==> config.mk <==
export PLATFORM = sky130hd
export DESIGN_NAME = zqictl_regs
export DESIGN_NICKNAME = d
export VERILOG_FILES = /design/src/rtl/zqictl_cal_unit.v /design/src/rtl/zqictl_regs.v
export VERILOG_INCLUDE_DIRS = /design/src /design/src/rtl
export SDC_FILE = /design/constraint.sdc
export NUM_CORES = 1
export LEC_CHECK = 0
export ABC_AREA = 1
export BUFFER_PORTS_ARGS = -buffer_cell sky130_fd_sc_hd__buf_2
export CAP_MARGIN = 20
export CORE_ASPECT_RATIO = 1.75
export CORE_MARGIN = 5
export CORE_UTILIZATION = 30
export CTS_CLUSTER_SIZE = 28
export DETAILED_ROUTE_END_ITERATION = 10
export GPL_ROUTABILITY_DRIVEN = 0
export HOLD_SLACK_MARGIN = 0.12
export SLEW_MARGIN = 20
export SYNTH_ARGS = -nofsm -noshare
export SYNTH_HDL_FRONTEND = slang
export SYNTH_SLANG_ARGS = --single-unit
==> constraint.sdc <==
create_clock -name clk -period 1.45 [get_ports clk]
set_input_delay 0.145 -clock clk [delete_from_list [all_inputs] [get_ports clk]]
set_output_delay 0.145 -clock clk [all_outputs]
set_load 0.01 [all_outputs]
==> src/rtl/zqictl_defines.vh <==
// Purpose: constants shared by the impedance control register bank
// Assumes: byte addresses on an 8-bit register port, 32-bit data
// Notes:   instance n has its pair at byte addresses 8*n and 8*n + 4
`ifndef ZQICTL_DEFINES_VH
`define ZQICTL_DEFINES_VH

// ************************************************************
// address map
// ************************************************************
`define ZQI_ADDR_W      8
`define ZQI_CTL_SPAN    8'h20
`define ZQI_INIT_ADDR   8'h20
`define ZQI_STAT_ADDR   8'h24

// ************************************************************
// first control register fields
// ************************************************************
`define ZQI_PD_BIT      31
`define ZQI_EN_BIT      30
`define ZQI_BYP_BIT     29
`define ZQI_OVR_BIT     28
`define ZQI_CODE_MSB    27
`define ZQI_FIRST_RST   32'h4000_014A
`define ZQI_CODE_RST    28'h000_014A

// ************************************************************
// second control register fields
// ************************************************************
`define ZQI_PU_BIT      16
`define ZQI_ODT_MSB     7
`define ZQI_ODT_LSB     4
`define ZQI_DRV_MSB     3
`define ZQI_SECOND_RST  32'h0000_007B
`define ZQI_SECOND_MASK 32'h0001_00FF

// ************************************************************
// init and status register fields
// ************************************************************
`define ZQI_TRIG_BIT    0
`define ZQI_BUSY_LSB    0
`define ZQI_DONE_LSB    8
`define ZQI_BYPD_LSB    12

`endif

==> src/rtl/zqictl_cal_unit.v <==
// Purpose: one impedance calibration sequencer and pad code select
// Assumes: engine codes and done come from logic on clk
// Notes:   one instance per register pair
`timescale 1ns/1ps
`default_nettype none
`include "zqictl_defines.vh"

module zqictl_cal_unit (
   input  wire        clk,           // system clock
   input  wire        resetn,        // async reset, active low
   input  wire        ce,            // clock enable
   input  wire        calEnable,     // calibration enable bit
   input  wire        powerDown,     // block power-down bit
   input  wire        bypass,        // calibration bypass bit
   input  wire        overrideEn,    // override enable bit
   input  wire [27:0] overrideCodes, // software codes
   input  wire        trigger,       // calibration trigger pulse
   input  wire [27:0] engineCodes,   // codes from calibration engine
   input  wire        engineDone,    // engine finished
   output reg         calStart,      // start pulse to engine
   output reg         calBusy,       // calibration running
   output reg         calEnd,        // end pulse, done or bypassed
   output reg         calBypassed,   // end pulse caused by bypass
   output reg  [27:0] padCodes       // codes applied to the pads
);

   localparam ST_IDLE = 1'b0;
   localparam ST_RUN  = 1'b1;

   reg [27:0] autoCode_reg;

   // ************************************************************
   // sequencer
   // ************************************************************
   always @(posedge clk or negedge resetn) begin
      if (!resetn) begin
         calBusy      <= ST_IDLE;
         calStart     <= 1'b0;
         calEnd       <= 1'b0;
         calBypassed  <= 1'b0;
         autoCode_reg <= `ZQI_CODE_RST;
         padCodes     <= `ZQI_CODE_RST;
      end else if (ce) begin
         calStart    <= 1'b0;
         calEnd      <= 1'b0;
         calBypassed <= 1'b0;
         case (calBusy)
            ST_IDLE: begin
               if (trigger && calEnable && !powerDown) begin
                  calBusy  <= ST_RUN;
                  calStart <= 1'b1;
               end
            end
            ST_RUN: begin
               if (powerDown) begin
                  calBusy <= ST_IDLE;
               end else if (bypass) begin
                  calBusy     <= ST_IDLE;
                  calEnd      <= 1'b1;
                  calBypassed <= 1'b1;
               end else if (engineDone) begin
                  calBusy      <= ST_IDLE;
                  calEnd       <= 1'b1;
                  autoCode_reg <= engineCodes;
               end
            end
            default: calBusy <= ST_IDLE;
         endcase
         if (overrideEn) begin
            padCodes <= overrideCodes;
         end else begin
            padCodes <= autoCode_reg;
         end
      end
   end

endmodule // zqictl_cal_unit
`default_nettype wire

==> src/rtl/zqictl_regs.v <==
// Purpose: register bank for four impedance calibration instances
// Assumes: calibration engine and DFI update request run on clk
// Notes:   read data stand only in the cycle after the read strobe
`timescale 1ns/1ps
`default_nettype none
`include "zqictl_defines.vh"

// What this block does
// - four instances, each with a first and second control register
// - power-down bit 31 powers the instance down; resets to zero
// - enable bit 30 resets to one; enabled instances not powered down calibrate on trigger
// - trigger comes from software init bit or DFI update request
// - bypass bit 29 ends a running calibration; resets to zero
// - override bit 28 drives pad codes from software data
// - with override clear, pads take the calibrated codes
// - override data in bits 27..0, reset value 0x014A
// - pull-up termination bits 27..21, pull-down bits 20..14
// - pull-up drive bits 13..7, pull-down drive bits 6..0
// - second register bit 16 lets the PHY request periodic updates
// - divide ratio bits 7..0 reset 0x7B; high nibble ODT, low drive
// - reserved bits of the second register read as zero
module zqictl_regs (
   input  wire         clk,          // system clock, 50 MHz
   input  wire         resetn,       // async reset, active low
   input  wire         ce,           // clock enable, freezes all state
   input  wire [7:0]   regAddr,      // register byte address
   input  wire [31:0]  regWdata,     // register write data
   input  wire         regWrite,     // write strobe
   input  wire         regRead,      // read strobe
   output reg  [31:0]  regRdata,     // read data, cycle after strobe
   input  wire         dfiCtlUpdReq, // DFI update request level
   input  wire [3:0]   phyDriftReq,  // per-instance drift update wish
   output reg          dfiPhyUpdReq, // periodic update request to DFI
   input  wire [111:0] engineCodes,  // calibrated codes, 28 per instance
   input  wire [3:0]   engineDone,   // engine done per instance
   output wire [3:0]   calStart,     // start pulse per instance
   output wire [3:0]   calBypass,    // bypass to engine while running
   output wire [3:0]   padPowerDown, // power-down per instance
   output wire [111:0] padCodes,     // pad codes, 28 per instance
   output wire [15:0]  odtDivide,    // termination divide, 4 per inst
   output wire [15:0]  drvDivide     // drive divide, 4 per instance
);

   // ************************************************************
   // storage
   // ************************************************************
   reg  [31:0] ctlFirst_reg  [0:3];
   reg  [31:0] ctlSecond_reg [0:3];
   reg  [3:0]  done_reg;
   reg  [3:0]  done_next;
   reg  [3:0]  bypd_reg;
   reg  [3:0]  bypd_next;
   reg         trig_reg;
   reg         dfiPrev_reg;
   reg  [31:0] readMux;
   wire [3:0]  calBusy;
   wire [3:0]  calEnd;
   wire [3:0]  calBypassed;
   wire [3:0]  wDec;
   wire [3:0]  rDec;
   wire        swTrig;
   wire        statWrite;
   reg  [3:0]  puMask;
   integer     i;

   // {hit, second, instance}
   function [3:0] decodeCtl;
      input [7:0] a;
      begin
         decodeCtl = {(a < `ZQI_CTL_SPAN) && (a[1:0] == 2'b00),
                      a[2], a[4:3]};
      end
   endfunction

   assign wDec      = decodeCtl(regAddr);
   assign rDec      = decodeCtl(regAddr);
   assign swTrig    = regWrite && (regAddr == `ZQI_INIT_ADDR) &&
                      regWdata[`ZQI_TRIG_BIT];
   assign statWrite = regWrite && (regAddr == `ZQI_STAT_ADDR);

   // ************************************************************
   // control register writes
   // ************************************************************
   always @(posedge clk or negedge resetn) begin
      if (!resetn) begin
         for (i = 0; i < 4; i = i + 1) begin
            ctlFirst_reg[i]  <= `ZQI_FIRST_RST;
            ctlSecond_reg[i] <= `ZQI_SECOND_RST;
         end
      end else if (ce && regWrite && wDec[3]) begin
         if (wDec[2]) begin
            ctlSecond_reg[wDec[1:0]] <= regWdata & `ZQI_SECOND_MASK;
         end else begin
            ctlFirst_reg[wDec[1:0]] <= regWdata;
         end
      end
   end

   // ************************************************************
   // calibration trigger
   // ************************************************************
   always @(posedge clk or negedge resetn) begin
      if (!resetn) begin
         trig_reg    <= 1'b0;
         dfiPrev_reg <= 1'b0;
      end else if (ce) begin
         dfiPrev_reg <= dfiCtlUpdReq;
         trig_reg    <= swTrig || (dfiCtlUpdReq && !dfiPrev_reg);
      end
   end

   // ************************************************************
   // per-instance sequencers
   // ************************************************************
   genvar g;
   generate
      for (g = 0; g < 4; g = g + 1) begin : inst
         zqictl_cal_unit u_cal (
            .clk           (clk),
            .resetn        (resetn),
            .ce            (ce),
            .calEnable     (ctlFirst_reg[g][`ZQI_EN_BIT]),
            .powerDown     (ctlFirst_reg[g][`ZQI_PD_BIT]),
            .bypass        (ctlFirst_reg[g][`ZQI_BYP_BIT]),
            .overrideEn    (ctlFirst_reg[g][`ZQI_OVR_BIT]),
            .overrideCodes (ctlFirst_reg[g][`ZQI_CODE_MSB:0]),
            .trigger       (trig_reg),
            .engineCodes   (engineCodes[g*28 +: 28]),
            .engineDone    (engineDone[g]),
            .calStart      (calStart[g]),
            .calBusy       (calBusy[g]),
            .calEnd        (calEnd[g]),
            .calBypassed   (calBypassed[g]),
            .padCodes      (padCodes[g*28 +: 28])
         );
         assign padPowerDown[g] = ctlFirst_reg[g][`ZQI_PD_BIT];
         assign calBypass[g]    = calBusy[g] &&
                                  ctlFirst_reg[g][`ZQI_BYP_BIT];
         assign odtDivide[g*4 +: 4] =
            ctlSecond_reg[g][`ZQI_ODT_MSB:`ZQI_ODT_LSB];
         assign drvDivide[g*4 +: 4] =
            ctlSecond_reg[g][`ZQI_DRV_MSB:0];
      end
   endgenerate

   // ************************************************************
   // status flags and periodic update request
   // ************************************************************
   always @* begin
      done_next = done_reg;
      bypd_next = bypd_reg;
      puMask    = 4'h0;
      if (ce && statWrite) begin
         done_next = done_next & ~regWdata[`ZQI_DONE_LSB +: 4];
         bypd_next = bypd_next & ~regWdata[`ZQI_BYPD_LSB +: 4];
      end
      done_next = done_next | calEnd;
      bypd_next = bypd_next | calBypassed;
      for (i = 0; i < 4; i = i + 1) begin
         puMask[i] = ctlSecond_reg[i][`ZQI_PU_BIT];
      end
   end

   always @(posedge clk or negedge resetn) begin
      if (!resetn) begin
         done_reg     <= 4'h0;
         bypd_reg     <= 4'h0;
         dfiPhyUpdReq <= 1'b0;
      end else if (ce) begin
         done_reg     <= done_next;
         bypd_reg     <= bypd_next;
         dfiPhyUpdReq <= |(phyDriftReq & puMask);
      end
   end

   // ************************************************************
   // read back
   // ************************************************************
   always @* begin
      readMux = 32'h0000_0000;
      if (rDec[3]) begin
         if (rDec[2]) begin
            readMux = ctlSecond_reg[rDec[1:0]] & `ZQI_SECOND_MASK;
         end else begin
            readMux = ctlFirst_reg[rDec[1:0]];
         end
      end else if (regAddr == `ZQI_STAT_ADDR) begin
         readMux[`ZQI_BUSY_LSB +: 4] = calBusy;
         readMux[`ZQI_DONE_LSB +: 4] = done_reg;
         readMux[`ZQI_BYPD_LSB +: 4] = bypd_reg;
      end
   end

   always @(posedge clk or negedge resetn) begin
      if (!resetn) begin
         regRdata <= 32'h0000_0000;
      end else if (ce) begin
         if (regRead) begin
            regRdata <= readMux;
         end else begin
            regRdata <= 32'h0000_0000;
         end
      end
   end

endmodule // zqictl_regs
`default_nettype wire

==> flow_summary.toml <==
[status]
status = "complete, but fails checks"
violations = "negative setup slack"

[sta]
layout_min_cycle_time_ns = 1.45
final-setup-viol-count = 1
tightestPinTransition_ns = 0.596
rsz0062_at_grt = "true"
skew_ns = 0.0136
slew_viol_final = 0
hold_viol = 0
finalCritPeriodShare_pct = 100
maxSlewHeadroom_pct = 60.3
fmax_ghz = 0.689
whs_ns = 0.160
setup_ws_ns = -0.00186

[setup_path]
crit_top_cell = "buf_6"
critPathLaunch = "ctlFirst_reg[61]"
slowest_stage = "dfrtp_1"
rr_startpoint = "ctlFirst_reg[125]"
end_kind = "primary output"
crit_fanout = 2
crit_path_cell_trace = "buf_6 -> nand2_2 -> inv_2 -> buf_6"
cp-start-kind = "flop"
worstSetupPathType = "reg2out"
cp.arrival_ns = 1.31
crit_required_ns = 1.31
cpPeakStageDelay_ns = 0.39

[drt]
routedWlPerCell_um = 20.1
via_per_inst = 4.67
via_count = 17842
drc = 0
drt-initial-drc-count = 984
routed_wl_um = 76700
drtAntennaViolNets = 0
drt_pass1_iterations = 5

[placement]
placed_area_um2 = 23000
io_buffers = 354
place_hpwl_um = 54000

[synthesis]
yosys.area.top_type = "dfrtp_1"
synth_area_um2 = 19700
yosysSeqAreaShare_pct = 57.2
netlist.area_leader.share_pct = 47.1
synth.avg_cell_area_um2 = 8.40
yosysUniqueCellTypes = 29
yosysWarningCount = 0
syn_inst = 2347
ys_top_cells_by_area = "dfrtp_1, nand2_1, dfstp_2"
syn_nets = 2513
ys_ff_latch = 447

[power_and_ir_drop]
leakagePower_nw = 13.1
powerDensity_nw_per_um2 = 1100
ir_worst_vdd_uv = 721

[clock_tree]
clock-root-buffer = "clkbuf_16"
clkLatencyLatePin_ns = 0.59
h-tree-depth = 2
cts.reportedPaths.clkPinSlew_ns = 0.06
cts_buffers = 45
cts_sinks = 447
clockBufferDepth = 3
cts_tree = "yes"

[run]
maxCapViolations = 0

[floorplan]
rows = 124
die_h_um = 349
num_io_pins = 355
initial_core_util_pct = 30.2
dieWidth_um = 204
core-area_um2 = 65300
die-area_um2 = 71200

[layout]
final_cell_area_um2 = 26800
final_cell_mix = "nand2_1, o21ai_0, dfrtp_1, buf_2, nor2_1"
fill_cells = 6588
drive_gt1_share_pct = 23.9
final_common_cell = "nand2_1"
largest_reg_flops = 124
nets = 3061
syn2layout_area_growth_pct = 35.9

[worst_hold_path]
holdCritStartpoint = "ce"
hold_path_class = "in2reg"

[global_route]
antenna_found_initial = 6
first_global_vias = 17896
grt_pass1_wl_um = 111000
globalRouteTotalUtil_pct = 20.6
grt_max_degree = 99
overflow = 0
-- synth_stat cells, drive strengths merged --
cell / number
nand2: 581
o21ai: 378
dfrtp: 371
nor2: 311
inv: 209
a21oi: 146
buf: 99
dfstp: 76
clkbuf: 75
nand3: 41
a22oi: 27
o211ai: 16
nand4: 9
nor3: 4
clkinv: 2
a41oi: 1
nor4: 1
-- final cells by class --
type,instances,area (µm²),share of cell area (%)
sequential,447,11300,42.1
clock inverter,20,292,1.09
antenna,7,17.5,0.0653
multi-input combinational,1515,6780,25.3
inverter,211,793,2.96
tap,882,1100,4.12
clock buffer,61,1260,4.69
timing repair buffer,675,5280,19.7
-- layer usage --
layer  share of wire, %  wire (µm)  GRT usage (%)  vias to the layer above
li1                   -          -              -                     8553
met1                 38      28800           23.3                     8548
met2                 52      40100           37.7                      568
met3                5.2       3990           3.58                      171
met4                5.0       3830           9.27                        2
met5              0.014         11              0                        -
-- cell families (layout without fill, tap and decap cells) --
logic type	Yosys count	count (layout)	share of synthesized area [%]
AO/OA/AOI/OAI	568	568	15.0
AND/OR/NAND/NOR	947	947	19.2
flip-flops	447	447	57.2
buffers and inverters	385	967	8.61
other	0	7	0
-- stage by stage --
step	TNS (ns)	total power [W]	instances	setup WS [ns]	util, %
2_1_floorplan	0	0.0150	2347	0.152	-
3_3_place_gp	-0.941	0.0166	3521	-0.184	35.2
3_5_place_dp	-0.688	0.0167	3521	-0.147	35.2
4_1_cts	-0.136	0.0299	3790	-0.0456	40.5
5_1_grt	-0.346	0.0307	3813	-0.0581	41.0
6_report	-0.00186	0.0295	3818	-0.00186	41.0
-- report_power, final --
part	switching, W	total, W	internal, W
combinational	0.00188	0.00326	0.00137
clock	0.00526	0.0126	0.00734
sequential	0.000446	0.0136	0.0132
-- worst max-delay path: cells and delay by family, from the launching register on --
kind                   cells  cell delay, ns
buffers and inverters      3            0.29
flip-flops                 1            0.39
AND/OR/NAND/NOR            1            0.05
-- what timing repair did --
item | in CTS | in global routing
hold buffers | 169 | 0
gates resized for setup | 33 | 25
endpoints found under the setup margin | 28 | 85
hold endpoints to repair | 766 | 0
pin swaps | 1 | 5
gates cloned | 0 | 8
buffers inserted | 22 | 13
-- final timing paths --
path,end,slack (ns),cells after the start
hold / removal,inst[0].u_cal.calBypassed,0.16,6
setup / recovery,calBypass[2],-0.002,4
setup reg to reg,inst[0].u_cal.autoCode_reg[2],0.03,7
max in group asynchronous,odtDivide[0],0.13,5
hold reg to reg,inst[1].u_cal.autoCode_reg[8],0.47,2
min in group asynchronous,ctlFirst_reg[22],0.56,3
No activity file was read; power rests on OpenSTA's default activity.
